===== config.mk =====
export PLATFORM = sky130hd
export DESIGN_NAME = isolated_digital_io_port
export DESIGN_NICKNAME = d
export VERILOG_FILES = /design/src/design/io_port_pkg.sv /design/src/design/pin_sync.sv /design/src/design/isolated_digital_io_port.sv
export SDC_FILE = /design/constraint.sdc
export NUM_CORES = 1
export LEC_CHECK = 0
export ABC_CLOCK_PERIOD_IN_PS = 2100
export BUFFER_PORTS_ARGS = -buffer_cell sky130_fd_sc_hd__clkbuf_2
export CAP_MARGIN = 20
export CORE_ASPECT_RATIO = 1.5
export CORE_MARGIN = 1.5
export CORE_UTILIZATION = 43
export CTS_CLUSTER_DIAMETER = 80
export DETAILED_ROUTE_END_ITERATION = 12
export PLACE_DENSITY = 0.76
export SLEW_MARGIN = 30
export SYNTH_ARGS = -nofsm -noshare
export SYNTH_HDL_FRONTEND = slang
export SYNTH_SLANG_ARGS = --single-unit

===== constraint.sdc =====
create_clock -name clk -period 2.1 [get_ports clk]
set_input_delay 0.315 -clock clk [delete_from_list [all_inputs] [get_ports clk]]
set_output_delay 0.315 -clock clk [all_outputs]
set_load 0.02 [all_outputs]

===== src/design/io_port_pkg.sv =====
// Shared constants and carriers for the isolated digital I/O port
package io_port_pkg;

   // ************************************************************
   // Widths
   // ************************************************************
   localparam int PADDR_W     = 18;
   localparam int PDATA_W     = 32;
   localparam int GROUP_W     = 8;
   localparam int PORT_W      = 16;
   localparam int IO_ADDR_W   = 16;
   localparam int IO_ADDR_LSB = 2;

   // ************************************************************
   // Locations, byte offsets from the switch base (base times four)
   // ************************************************************
   localparam logic [PADDR_W-1:0] LOC_LOW_OFFSET  = 18'h00000;
   localparam logic [PADDR_W-1:0] LOC_HIGH_OFFSET = 18'h00004;
   localparam int                 LOC_SEL_BIT     = 0;

   // ************************************************************
   // Field positions
   // ************************************************************
   localparam int LOW_GROUP_LSB  = 0;
   localparam int HIGH_GROUP_LSB = 8;

   // ************************************************************
   // Reset values
   // ************************************************************
   localparam logic [PORT_W-1:0]  OUTPUT_RESET    = 16'h0000;
   localparam logic [PORT_W-1:0]  INPUT_PIN_RESET = 16'hFFFF;
   localparam logic [PDATA_W-1:0] PRDATA_RESET    = 32'h00000000;
   localparam logic [3:0]         CFG_RESET       = 4'h2;

   // ************************************************************
   // Carriers
   // ************************************************************
   typedef struct packed
   {
      logic word_mode;
      logic addr16;
      logic protect;
      logic reset_link;
   } bus_cfg_t;

   typedef struct packed
   {
      logic [GROUP_W-1:0] high;
      logic [GROUP_W-1:0] low;
   } port16_t;

endpackage


===== src/design/pin_sync.sv =====
// Two-stage synchroniser for asynchronous pins
`timescale 1ns/1ps
module pin_sync
#(
   parameter int                 WIDTH       = 1,
   parameter logic [WIDTH-1:0]   RESET_VALUE = '0
)
(
   input  wire logic             clk,
   input  wire logic             resetn,
   input  wire logic [WIDTH-1:0] async_in,
   output logic      [WIDTH-1:0] sync_out
);

   logic [WIDTH-1:0] stage1;

   // ************************************************************
   // Stage one is read by stage two only
   // ************************************************************
   always_ff @(posedge clk or negedge resetn)
   begin
      if (!resetn)
      begin
         stage1   <= RESET_VALUE;
         sync_out <= RESET_VALUE;
      end
      else
      begin
         stage1   <= async_in;
         sync_out <= stage1;
      end
   end

endmodule


===== src/design/isolated_digital_io_port.sv =====
// APB-attached isolated 16-in / 16-out digital port with output protection
//
// Behaviour
// Two locations; reads give inputs, writes outputs
// Usable at once after reset, no setup
// Reset holds all sixteen outputs inactive
// Jumper can exclude the output protection
// Protection released only after a register write
// First write lights that register's own LED
// Each output has an indicator while active
// Each input drives an indicator of status
// Byte or word data mode, jumper, shown
// Decode 8-bit or 16-bit I/O addresses
// Two switch banks set compared base address
// Three LEDs show the bus configuration
// Option links bus reset or isolates it
// Chip selects derived from decoded access
// Output latches hold until next written
// Input buffers enabled only during reads
// Input pulled to common reads active
// Byte write one group, word both
// Host writes each group before expecting outputs
`timescale 1ns/1ps
module isolated_digital_io_port
   import io_port_pkg::*;
(
   input  wire logic               clk,
   input  wire logic               resetn,
   input  wire logic               psel,
   input  wire logic               penable,
   input  wire logic               pwrite,
   input  wire logic [PADDR_W-1:0] paddr,
   input  wire logic [PDATA_W-1:0] pwdata,
   output logic      [PDATA_W-1:0] prdata,
   output logic                    pready,
   output logic                    pslverr,
   input  wire logic [GROUP_W-1:0] input_group_low_n,
   input  wire logic [GROUP_W-1:0] input_group_high_n,
   input  wire logic [GROUP_W-1:0] base_address_switch_a,
   input  wire logic [GROUP_W-1:0] base_address_switch_b,
   input  wire logic               word_mode_jumper,
   input  wire logic               addr16_jumper,
   input  wire logic               protect_jumper,
   input  wire logic               reset_link_jumper,
   input  wire logic               bus_reset_n,
   output logic      [GROUP_W-1:0] output_group_low,
   output logic      [GROUP_W-1:0] output_group_high,
   output logic      [PORT_W-1:0]  output_led,
   output logic      [PORT_W-1:0]  input_led,
   output logic                    reg_led_low,
   output logic                    reg_led_high,
   output logic                    data16_led,
   output logic                    addr16_led,
   output logic                    reset_link_led
);

   // ************************************************************
   // Decode helpers
   // ************************************************************
   function automatic logic board_hit
   (
      input logic [IO_ADDR_W-1:0] addr,
      input logic                 wide,
      input logic [IO_ADDR_W-1:0] base
   );
      // Bit 0 picks the location, so only the upper bits meet the base
      if (wide)
         board_hit = (addr[IO_ADDR_W-1:1] == base[IO_ADDR_W-1:1]);
      else
         board_hit = (addr[GROUP_W-1:1] == base[GROUP_W-1:1]);
   endfunction

   function automatic logic [1:0] group_select
   (
      input logic loc_high,
      input logic word
   );
      // Word mode always takes both groups together
      if (word)
         group_select = 2'h3;
      else
         group_select = loc_high ? 2'h2 : 2'h1;
   endfunction

   // ************************************************************
   // Pin synchronisers
   // ************************************************************
   logic [PORT_W-1:0]  in_pins_sync;
   logic [PORT_W-1:0]  switch_sync;
   logic [4:0]         jumper_sync;

   pin_sync #(.WIDTH(PORT_W), .RESET_VALUE(INPUT_PIN_RESET)) u_in_sync
   (
      .clk      (clk),
      .resetn   (resetn),
      .async_in ({input_group_high_n, input_group_low_n}),
      .sync_out (in_pins_sync)
   );

   pin_sync #(.WIDTH(PORT_W), .RESET_VALUE(OUTPUT_RESET)) u_sw_sync
   (
      .clk      (clk),
      .resetn   (resetn),
      .async_in ({base_address_switch_b, base_address_switch_a}),
      .sync_out (switch_sync)
   );

   // Reset value matches the cfg reset so no mode flickers after release
   pin_sync #(.WIDTH(5), .RESET_VALUE({1'b1, CFG_RESET})) u_jmp_sync
   (
      .clk      (clk),
      .resetn   (resetn),
      .async_in ({bus_reset_n, word_mode_jumper, addr16_jumper,
                  protect_jumper, reset_link_jumper}),
      .sync_out (jumper_sync)
   );

   // ************************************************************
   // Configuration and state
   // ************************************************************
   bus_cfg_t           cfg;
   port16_t            in_state;
   port16_t            latch;
   logic               arm_low;
   logic               arm_high;
   logic               bus_reset_hit;
   logic [IO_ADDR_W-1:0] io_addr;
   logic               hit;
   logic               loc_high;
   logic               answer;
   logic               take;
   logic               in_buf_sel;
   logic [1:0]         out_latch_sel;
   logic [PDATA_W-1:0] next_prdata;
   logic [PORT_W-1:0]  next_drive;

   // Active field contact pulls the pin to common, i.e. low
   assign in_state      = ~in_pins_sync;
   assign bus_reset_hit = cfg.reset_link & ~jumper_sync[4];

   // Jumpers are levels; one register stage keeps the LEDs flop-driven
   always_ff @(posedge clk or negedge resetn)
   begin
      if (!resetn)
         cfg <= CFG_RESET;
      else
         cfg <= bus_cfg_t'(jumper_sync[3:0]);
   end

   // ************************************************************
   // APB decode and chip selects
   // ************************************************************
   assign io_addr  = paddr[IO_ADDR_LSB +: IO_ADDR_W];
   assign hit      = board_hit(io_addr, cfg.addr16, switch_sync);
   assign loc_high = io_addr[LOC_SEL_BIT];
   // Answer in the second access cycle; no setup sequence needed
   assign answer   = psel & penable & ~pready;
   assign take     = psel & penable & pready & pwrite & hit;
   assign in_buf_sel    = answer & hit & ~pwrite;
   assign out_latch_sel = take ? group_select(loc_high, cfg.word_mode) : 2'h0;

   always_comb
   begin
      next_prdata = PRDATA_RESET;
      if (in_buf_sel)
      begin
         if (cfg.word_mode)
            next_prdata[PORT_W-1:0] = in_state;
         else if (loc_high)
            next_prdata[GROUP_W-1:0] = in_state.high;
         else
            next_prdata[GROUP_W-1:0] = in_state.low;
      end
   end

   always_ff @(posedge clk or negedge resetn)
   begin
      if (!resetn)
      begin
         pready  <= 1'b0;
         pslverr <= 1'b0;
         prdata  <= PRDATA_RESET;
      end
      else
      begin
         pready  <= answer;
         // Another board may own the address; APB still needs an answer
         pslverr <= answer & ~hit;
         prdata  <= next_prdata;
      end
   end

   // ************************************************************
   // Output latches and protection
   // ************************************************************
   always_ff @(posedge clk or negedge resetn)
   begin
      if (!resetn)
         latch <= OUTPUT_RESET;
      else
      begin
         if (out_latch_sel[0])
            latch.low <= cfg.word_mode ? pwdata[LOW_GROUP_LSB +: GROUP_W]
                                       : pwdata[GROUP_W-1:0];
         if (out_latch_sel[1])
            latch.high <= cfg.word_mode ? pwdata[HIGH_GROUP_LSB +: GROUP_W]
                                        : pwdata[GROUP_W-1:0];
      end
   end

   // Bus reset drops arming only; latches survive so an unprotected
   // board keeps driving its loads through a backplane reset
   always_ff @(posedge clk or negedge resetn)
   begin
      if (!resetn)
      begin
         arm_low  <= 1'b0;
         arm_high <= 1'b0;
      end
      else if (bus_reset_hit)
      begin
         arm_low  <= 1'b0;
         arm_high <= 1'b0;
      end
      else
      begin
         if (out_latch_sel[0])
            arm_low <= 1'b1;
         if (out_latch_sel[1])
            arm_high <= 1'b1;
      end
   end

   always_comb
   begin
      next_drive = latch;
      if (cfg.protect)
         next_drive = latch & {{GROUP_W{arm_high}}, {GROUP_W{arm_low}}};
   end

   always_ff @(posedge clk or negedge resetn)
   begin
      if (!resetn)
      begin
         output_group_low  <= OUTPUT_RESET[GROUP_W-1:0];
         output_group_high <= OUTPUT_RESET[GROUP_W-1:0];
         output_led        <= OUTPUT_RESET;
      end
      else
      begin
         output_group_low  <= next_drive[GROUP_W-1:0];
         output_group_high <= next_drive[PORT_W-1:GROUP_W];
         output_led        <= next_drive;
      end
   end

   // ************************************************************
   // Indicators
   // ************************************************************
   always_ff @(posedge clk or negedge resetn)
   begin
      if (!resetn)
      begin
         input_led      <= OUTPUT_RESET;
         reg_led_low    <= 1'b0;
         reg_led_high   <= 1'b0;
         data16_led     <= 1'b0;
         addr16_led     <= 1'b0;
         reset_link_led <= 1'b0;
      end
      else
      begin
         input_led      <= in_state;
         reg_led_low    <= arm_low;
         reg_led_high   <= arm_high;
         data16_led     <= cfg.word_mode;
         addr16_led     <= cfg.addr16;
         reset_link_led <= cfg.reset_link;
      end
   end
endmodule


-- After elaboration in Yosys (flattened, before gate mapping)
Index checks and enable logic that the tools add are counted.
- register bits: 167
- input bits: 92
- equal/unequal tests: 2
- multiplexer cells: 14
- bitwise gates (word level): 15
- reduce and logical (&&, ||, !) cells: 2
- operators by type and width (kind ; number):
    $mux W16 ; 2
    $mux W8 ; 4
    $and A16 B16 Y16 ; 1
    $not A16 Y16 ; 1
    $eq A15 B15 Y1 ; 1
    $and A1 B1 Y1 ; 9
    $eq A7 B7 Y1 ; 1
    $mux W2 ; 3
    $mux W1 ; 5
    $not A1 Y1 ; 4
    $reduce_bool A2 Y1 ; 2

-- Depth between registers and ports, before layout
- depth after elaboration: 7
- depth in mapped cells: 6

-- Modules after synthesis
A second synthesis with hierarchy kept.
- cells, all modules: 309
- area, all modules: 4954.8 µm²
- by module, submodules not included (module ; instances ; cells each ; area an instance (µm²)):
    isolated_digital_io_port ; 1 ; 235 ; 3057.9
    pin_sync at u_in_sync ; 1 ; 32 ; 840.8
    pin_sync at u_sw_sync ; 1 ; 32 ; 800.8
    pin_sync at u_jmp_sync ; 1 ; 10 ; 255.2

-- Least setup slack after synthesis
No wires, ideal clock.
- kind: flip-flop to flip-flop
- start: register u_sw_sync.sync_out[7]
- end: register latch[0] (netlist name)
- library setup time: 125 ps
- arrival time: 1445 ps
- path slack: 530 ps
- stages on the path, launching flop included: 5
- buffers on the path: 0
- period minus slack after synthesis: 1570 ps
- cells stage by stage: dfrtp_1 xor2_1 nor4_4 nand3_2 mux2_2
- cells in the longest elaborated chain, start to end: 4
- RTL lines (element ; RTL line ; RTL):
    start, declared ; pin_sync.sv:12 ; output logic [WIDTH-1:0] sync_out
    start signal, assigned ; pin_sync.sv:30 ; sync_out <= stage1;
    $eq A15 B15 Y1 / $eq A7 B7 Y1 (equally long branches) ; isolated_digital_io_port.sv:68, isolated_digital_io_port.sv:70 ;
    $mux W1 (*) ; isolated_digital_io_port.sv:67 ; if (wide)
    $and A1 B1 Y1 (*) ; isolated_digital_io_port.sv:158 ; assign take = psel & penable & pready & pwrite & hit;
    $mux W2 (*) ; isolated_digital_io_port.sv:160 ; assign out_latch_sel = take ? group_select(loc_high, cfg.word_mode) : 2'h0;
    end, declared ; isolated_digital_io_port.sv:123 ; port16_t latch;
Mark *: on every way between the ends. The rest lies on a longest branch, timed or not.
A chain may end at the register's enable or synchronous reset.

-- Worst setup path after layout
- start: register u_sw_sync.sync_out[10]
- end: register prdata[4]
- cells in the longest elaborated chain, start to end: 5
- RTL lines (element ; RTL line ; RTL):
    $eq A15 B15 Y1 ; isolated_digital_io_port.sv:68 ; board_hit = (addr[IO_ADDR_W-1:1] == base[IO_ADDR_W-1:1]);
    $mux W1 ; isolated_digital_io_port.sv:67 ;
    $and A1 B1 Y1 (2 in a row) ; isolated_digital_io_port.sv:159 ; assign in_buf_sel = answer & hit & ~pwrite;
    $mux W16 ; isolated_digital_io_port.sv:165 ; if (in_buf_sel)
    named net next_prdata[4] ; isolated_digital_io_port.sv:134 ; logic [PDATA_W-1:0] next_prdata;
    end signal, assigned ; isolated_digital_io_port.sv:189 ; prdata <= next_prdata;
    end, declared ; isolated_digital_io_port.sv:34 ; output logic [PDATA_W-1:0] prdata,
The timed path passes the listed nets, and every way through them passes these cells.

==> summary.txt <==
Critical path
  – CP cell instances: xnor2_1 -> nand4_1 -> o21ai_1 -> nand3_2 -> a211oi_1
  – Slowest CP cell: nand3_2
  – Startpoint types: register
  – WP data required: 2.39 ns
  – RR Startpoint: u_sw_sync.sync_out[10]$_DFF_PN0_
  – Setup CP Type: register to register
  – CP Data Arrival Time: roughly 2.2 ns
  – Worst Reg-to-Reg Cells: 5
  – Critical R2R Capture: prdata[4]$_DFF_PN0_
  – Crit-path max cell delay: a little under 0.4 ns
  – Worst-path fanout max: 16
  – R2r setup slk: roughly 0.18 ns
  – CP endpoint kind: register

Worst hold path
  – Hold path startpoint: base_address_switch_b[7]
  – Hold endpoint: u_sw_sync.stage1[15]$_DFF_PN0_
  – Worst min-delay path class: input pin to register
  – Cells on Worst Hold Path: 1

Finish
  – Commonest cells after routing, fill and taps aside: clkbuf_2, dfrtp_1, dfstp_2
  – Commonest non-fill, non-tap cell in the layout: clkbuf_2
  – Layout Area Growth over Synthesis: 33.9%
  – Fill cell count: ~890
  – Nets: 574
  – Share of layout cells above drive strength 1: about 49%
  – N_diodes: 0

Drt
  – DRC viols: 0
  – Vias: 2828
  – Final WL: 8.91 mm
  – Post-route ant nets: 0
  – Drt pass-1 iters: 4
  – Via/cell ratio: about 4.4
  – Routed wire per std cell: 13.9 um
  – DRT iter0 DRCs: a little over 100

GRT
  – First-pass GRT wire length: roughly 14 mm
  – Vias in the first global route: just under 3k
  – Gr ovfl total: 0
  – Initial antenna violation count: 0
  – Total track usage: about 16%
  – Largest net degree at the start of global routing: 56

Power
  – Worst IR Drop VDD: approximately 0.76 mV
  – Psw: 0.00131 W
  – Power share of the sequential group: about half
  – Clk pwr share: approximately 46%
  – Int Power: around 0.0050 W
  – Pwr dens: 961 mW/mm2
  – Sw Ratio: slightly above 20%
  – Leak: approximately 3.3 nW
  – Comb pwr share: between 5 and 6%

STA
  – Worst slew pin tran: 0.506 ns
  – Crit share post-route: between 90% and 100%
  – Final setup fails: 0
  – Clk_skew: 0.00533 ns
  – Period minus WS final: around 1.9 ns
  – Pins Over Slew Limit: 0
  – Hold WS: 0.0217 ns
  – RSZ-0062 raised after global routing: no
  – Relative slew slack: about 66%
  – Maximum clock rate: 522 MHz
  – Setup TNS: 0 ns
  – Final hold vios: 0

Die
  – Die ar.: 0.0121 mm2
  – Die width: about 90 um
  – Die height: 134 um
  – # IOs: between 150 and 200
  – Row count: 47
  – Initial Util: 44.4%
  – Core ar.: ~0.011 mm2

Synth
  – Register area share after synthesis: roughly three quarters
  – Library cells used by synthesis: 22
  – Count of flip-flops with a built-in enable after synthesis: 0
  – Mapped Avg Cell Area: about 16 um2
  – Primary FF master, synth: dfrtp_1
  – Synth Cell Area: 0.00490 mm2
  – Post-synthesis register bit count: between 100 and 150
  – Asr flop ratio synth: between 90% and 100%
  – Synth warnings: 0
  – Synth Instances: roughly 310

CTS
  – Clk Latency, worst-skew pair: about 0.4 ns
  – Clock transition at path regs: approximately 0.06 ns
  – CTS tree: built
  – H-tree levels: 4
  – Deepest clock path buffer count: 2
  – Clock sink total: 149
  – Number of CTS-inserted buffers: 17
  – Postcts setup bufs: 0
  – Root buffer cell: clkbuf_16

Placement
  – Routability cong.: 0.734
  – Port Buffer Count: about 140
  – Detailed placer's ending HPWL: about 6.2 mm

Flow run
  – Max-Cap Viols: 0

Status
  – Status: finished clean
[flip-flops by register name, indices dropped and copies added, names as in the netlist, 4 cells and up]
signal / count
input_led: 16
latch: 16
u_jmp_sync.sync_out: 5
u_sw_sync.sync_out: 15
u_jmp_sync.stage1: 5
cfg: 4
output_led: 15
u_in_sync.sync_out: 16
u_in_sync.stage1: 16
prdata: 16
u_sw_sync.stage1: 15
[how the worst max path moves through the flow]
stage | from | to | depth (start not counted)
floorplan | u_sw_sync.sync_out[7]$_DFF_PN0_ | latch[0]$_DFFE_PN0P_ | 4
global placement | paddr[16] | latch[0]$_DFFE_PN0P_ | 6
detailed placement | paddr[12] | prdata[4]$_DFF_PN0_ | 6
CTS | u_sw_sync.sync_out[10]$_DFF_PN0_ | prdata[4]$_DFF_PN0_ | 5
global route | u_sw_sync.sync_out[10]$_DFF_PN0_ | prdata[4]$_DFF_PN0_ | 5
finish | u_sw_sync.sync_out[10]$_DFF_PN0_ | prdata[4]$_DFF_PN0_ | 5
[through the flow]
stage / cell area (um2) / worst slack, ns / cells / total power (W) / util, %
2_1_floorplan: 4960 / 0.530 / 322 / 0.00323 / -
3_3_place_gp: 5670 / 0.188 / 580 / 0.00338 / 51.3
3_5_place_dp: 5670 / 0.124 / 580 / 0.00339 / 51.3
4_1_cts: 6560 / 0.137 / 641 / 0.00638 / 59.3
5_1_grt: 6570 / 0.0275 / 642 / 0.00655 / 59.4
6_report: 6570 / 0.183 / 642 / 0.00631 / 59.4
[routing by layer]
| layer | routed length, um | track usage [%] | share of wire (%) | vias to the layer above |
|---|---|---|---|---|
| met4 | 317 | 9.88 | 3.6 | 0 |
| met3 | 509 | 4.37 | 5.7 | 21 |
| li1 | - | - | - | 1281 |
| met1 | 3090 | 16.2 | 35 | 1402 |
| met5 | 0 | 0 | 0 | - |
| met2 | 5000 | 28.5 | 56 | 124 |
[synthesized netlist by cell type (all sizes together), types with 4 or more instances]
library cell  count  area (um2)
a211oi            8        60.1
nand4             4        25.0
nor3b             8        60.1
dfrtp           112        2800
xnor2            12         105
and2             16         100
mux2             24         270
inv              19        71.3
dfstp            37         972
buf              34         250
nor2             12        45.0
[repair_timing]
item,4_1_cts,5_1_grt
gates resized for setup,0,0
hold endpoints to repair,63,1
hold buffers,29,1
endpoints found under the setup margin,0,0
[critical path: cells and delay by family (launching register included)]
kind                      cells  cell delay [ns]
AOI/OAI and AO/OA             2             0.73
and+or+nand+nor               2             0.52
DFF                           1             0.37
xor gates and xnor gates      1             0.17
[power by group through the flow]
stage / clock network [W] / logic [W] / registers [W]
after floorplan: 0 / 0.000124 / 0.00310
final: 0.00292 / 0.000349 / 0.00304
after global placement: 0 / 0.000300 / 0.00308
after global routing: 0.00312 / 0.000384 / 0.00305
after detailed placement: 0 / 0.000308 / 0.00309
after CTS: 0.00299 / 0.000353 / 0.00304
[final cells by class]
cell class                      instances  area, um2  share of cell area (%)
Inverter                               19       71.3                    1.09
Clock buffer                           27        567                    8.63
Timing Repair Buffer                  178       1080                    16.5
Sequential cell                       149       3770                    57.5
Clock inverter                          5       32.5                   0.495
Tap cell                              147        184                    2.80
Multi-Input combinational cell        117        853                    13.0
[kinds of logic (layout without fill, tap and decap cells)]
group	Yosys count	count (layout)	synth area share, %
buffers and inverters	56	229	6.79
xor gates and xnor gates	15	15	2.68
muxes	24	24	5.51
AOI/OAI and AO/OA	12	12	1.63
and+or+nand+nor	50	50	6.35
other	1	16	0.0765
DFF	149	149	77.0
No activity file was read; power rests on OpenSTA's default activity.
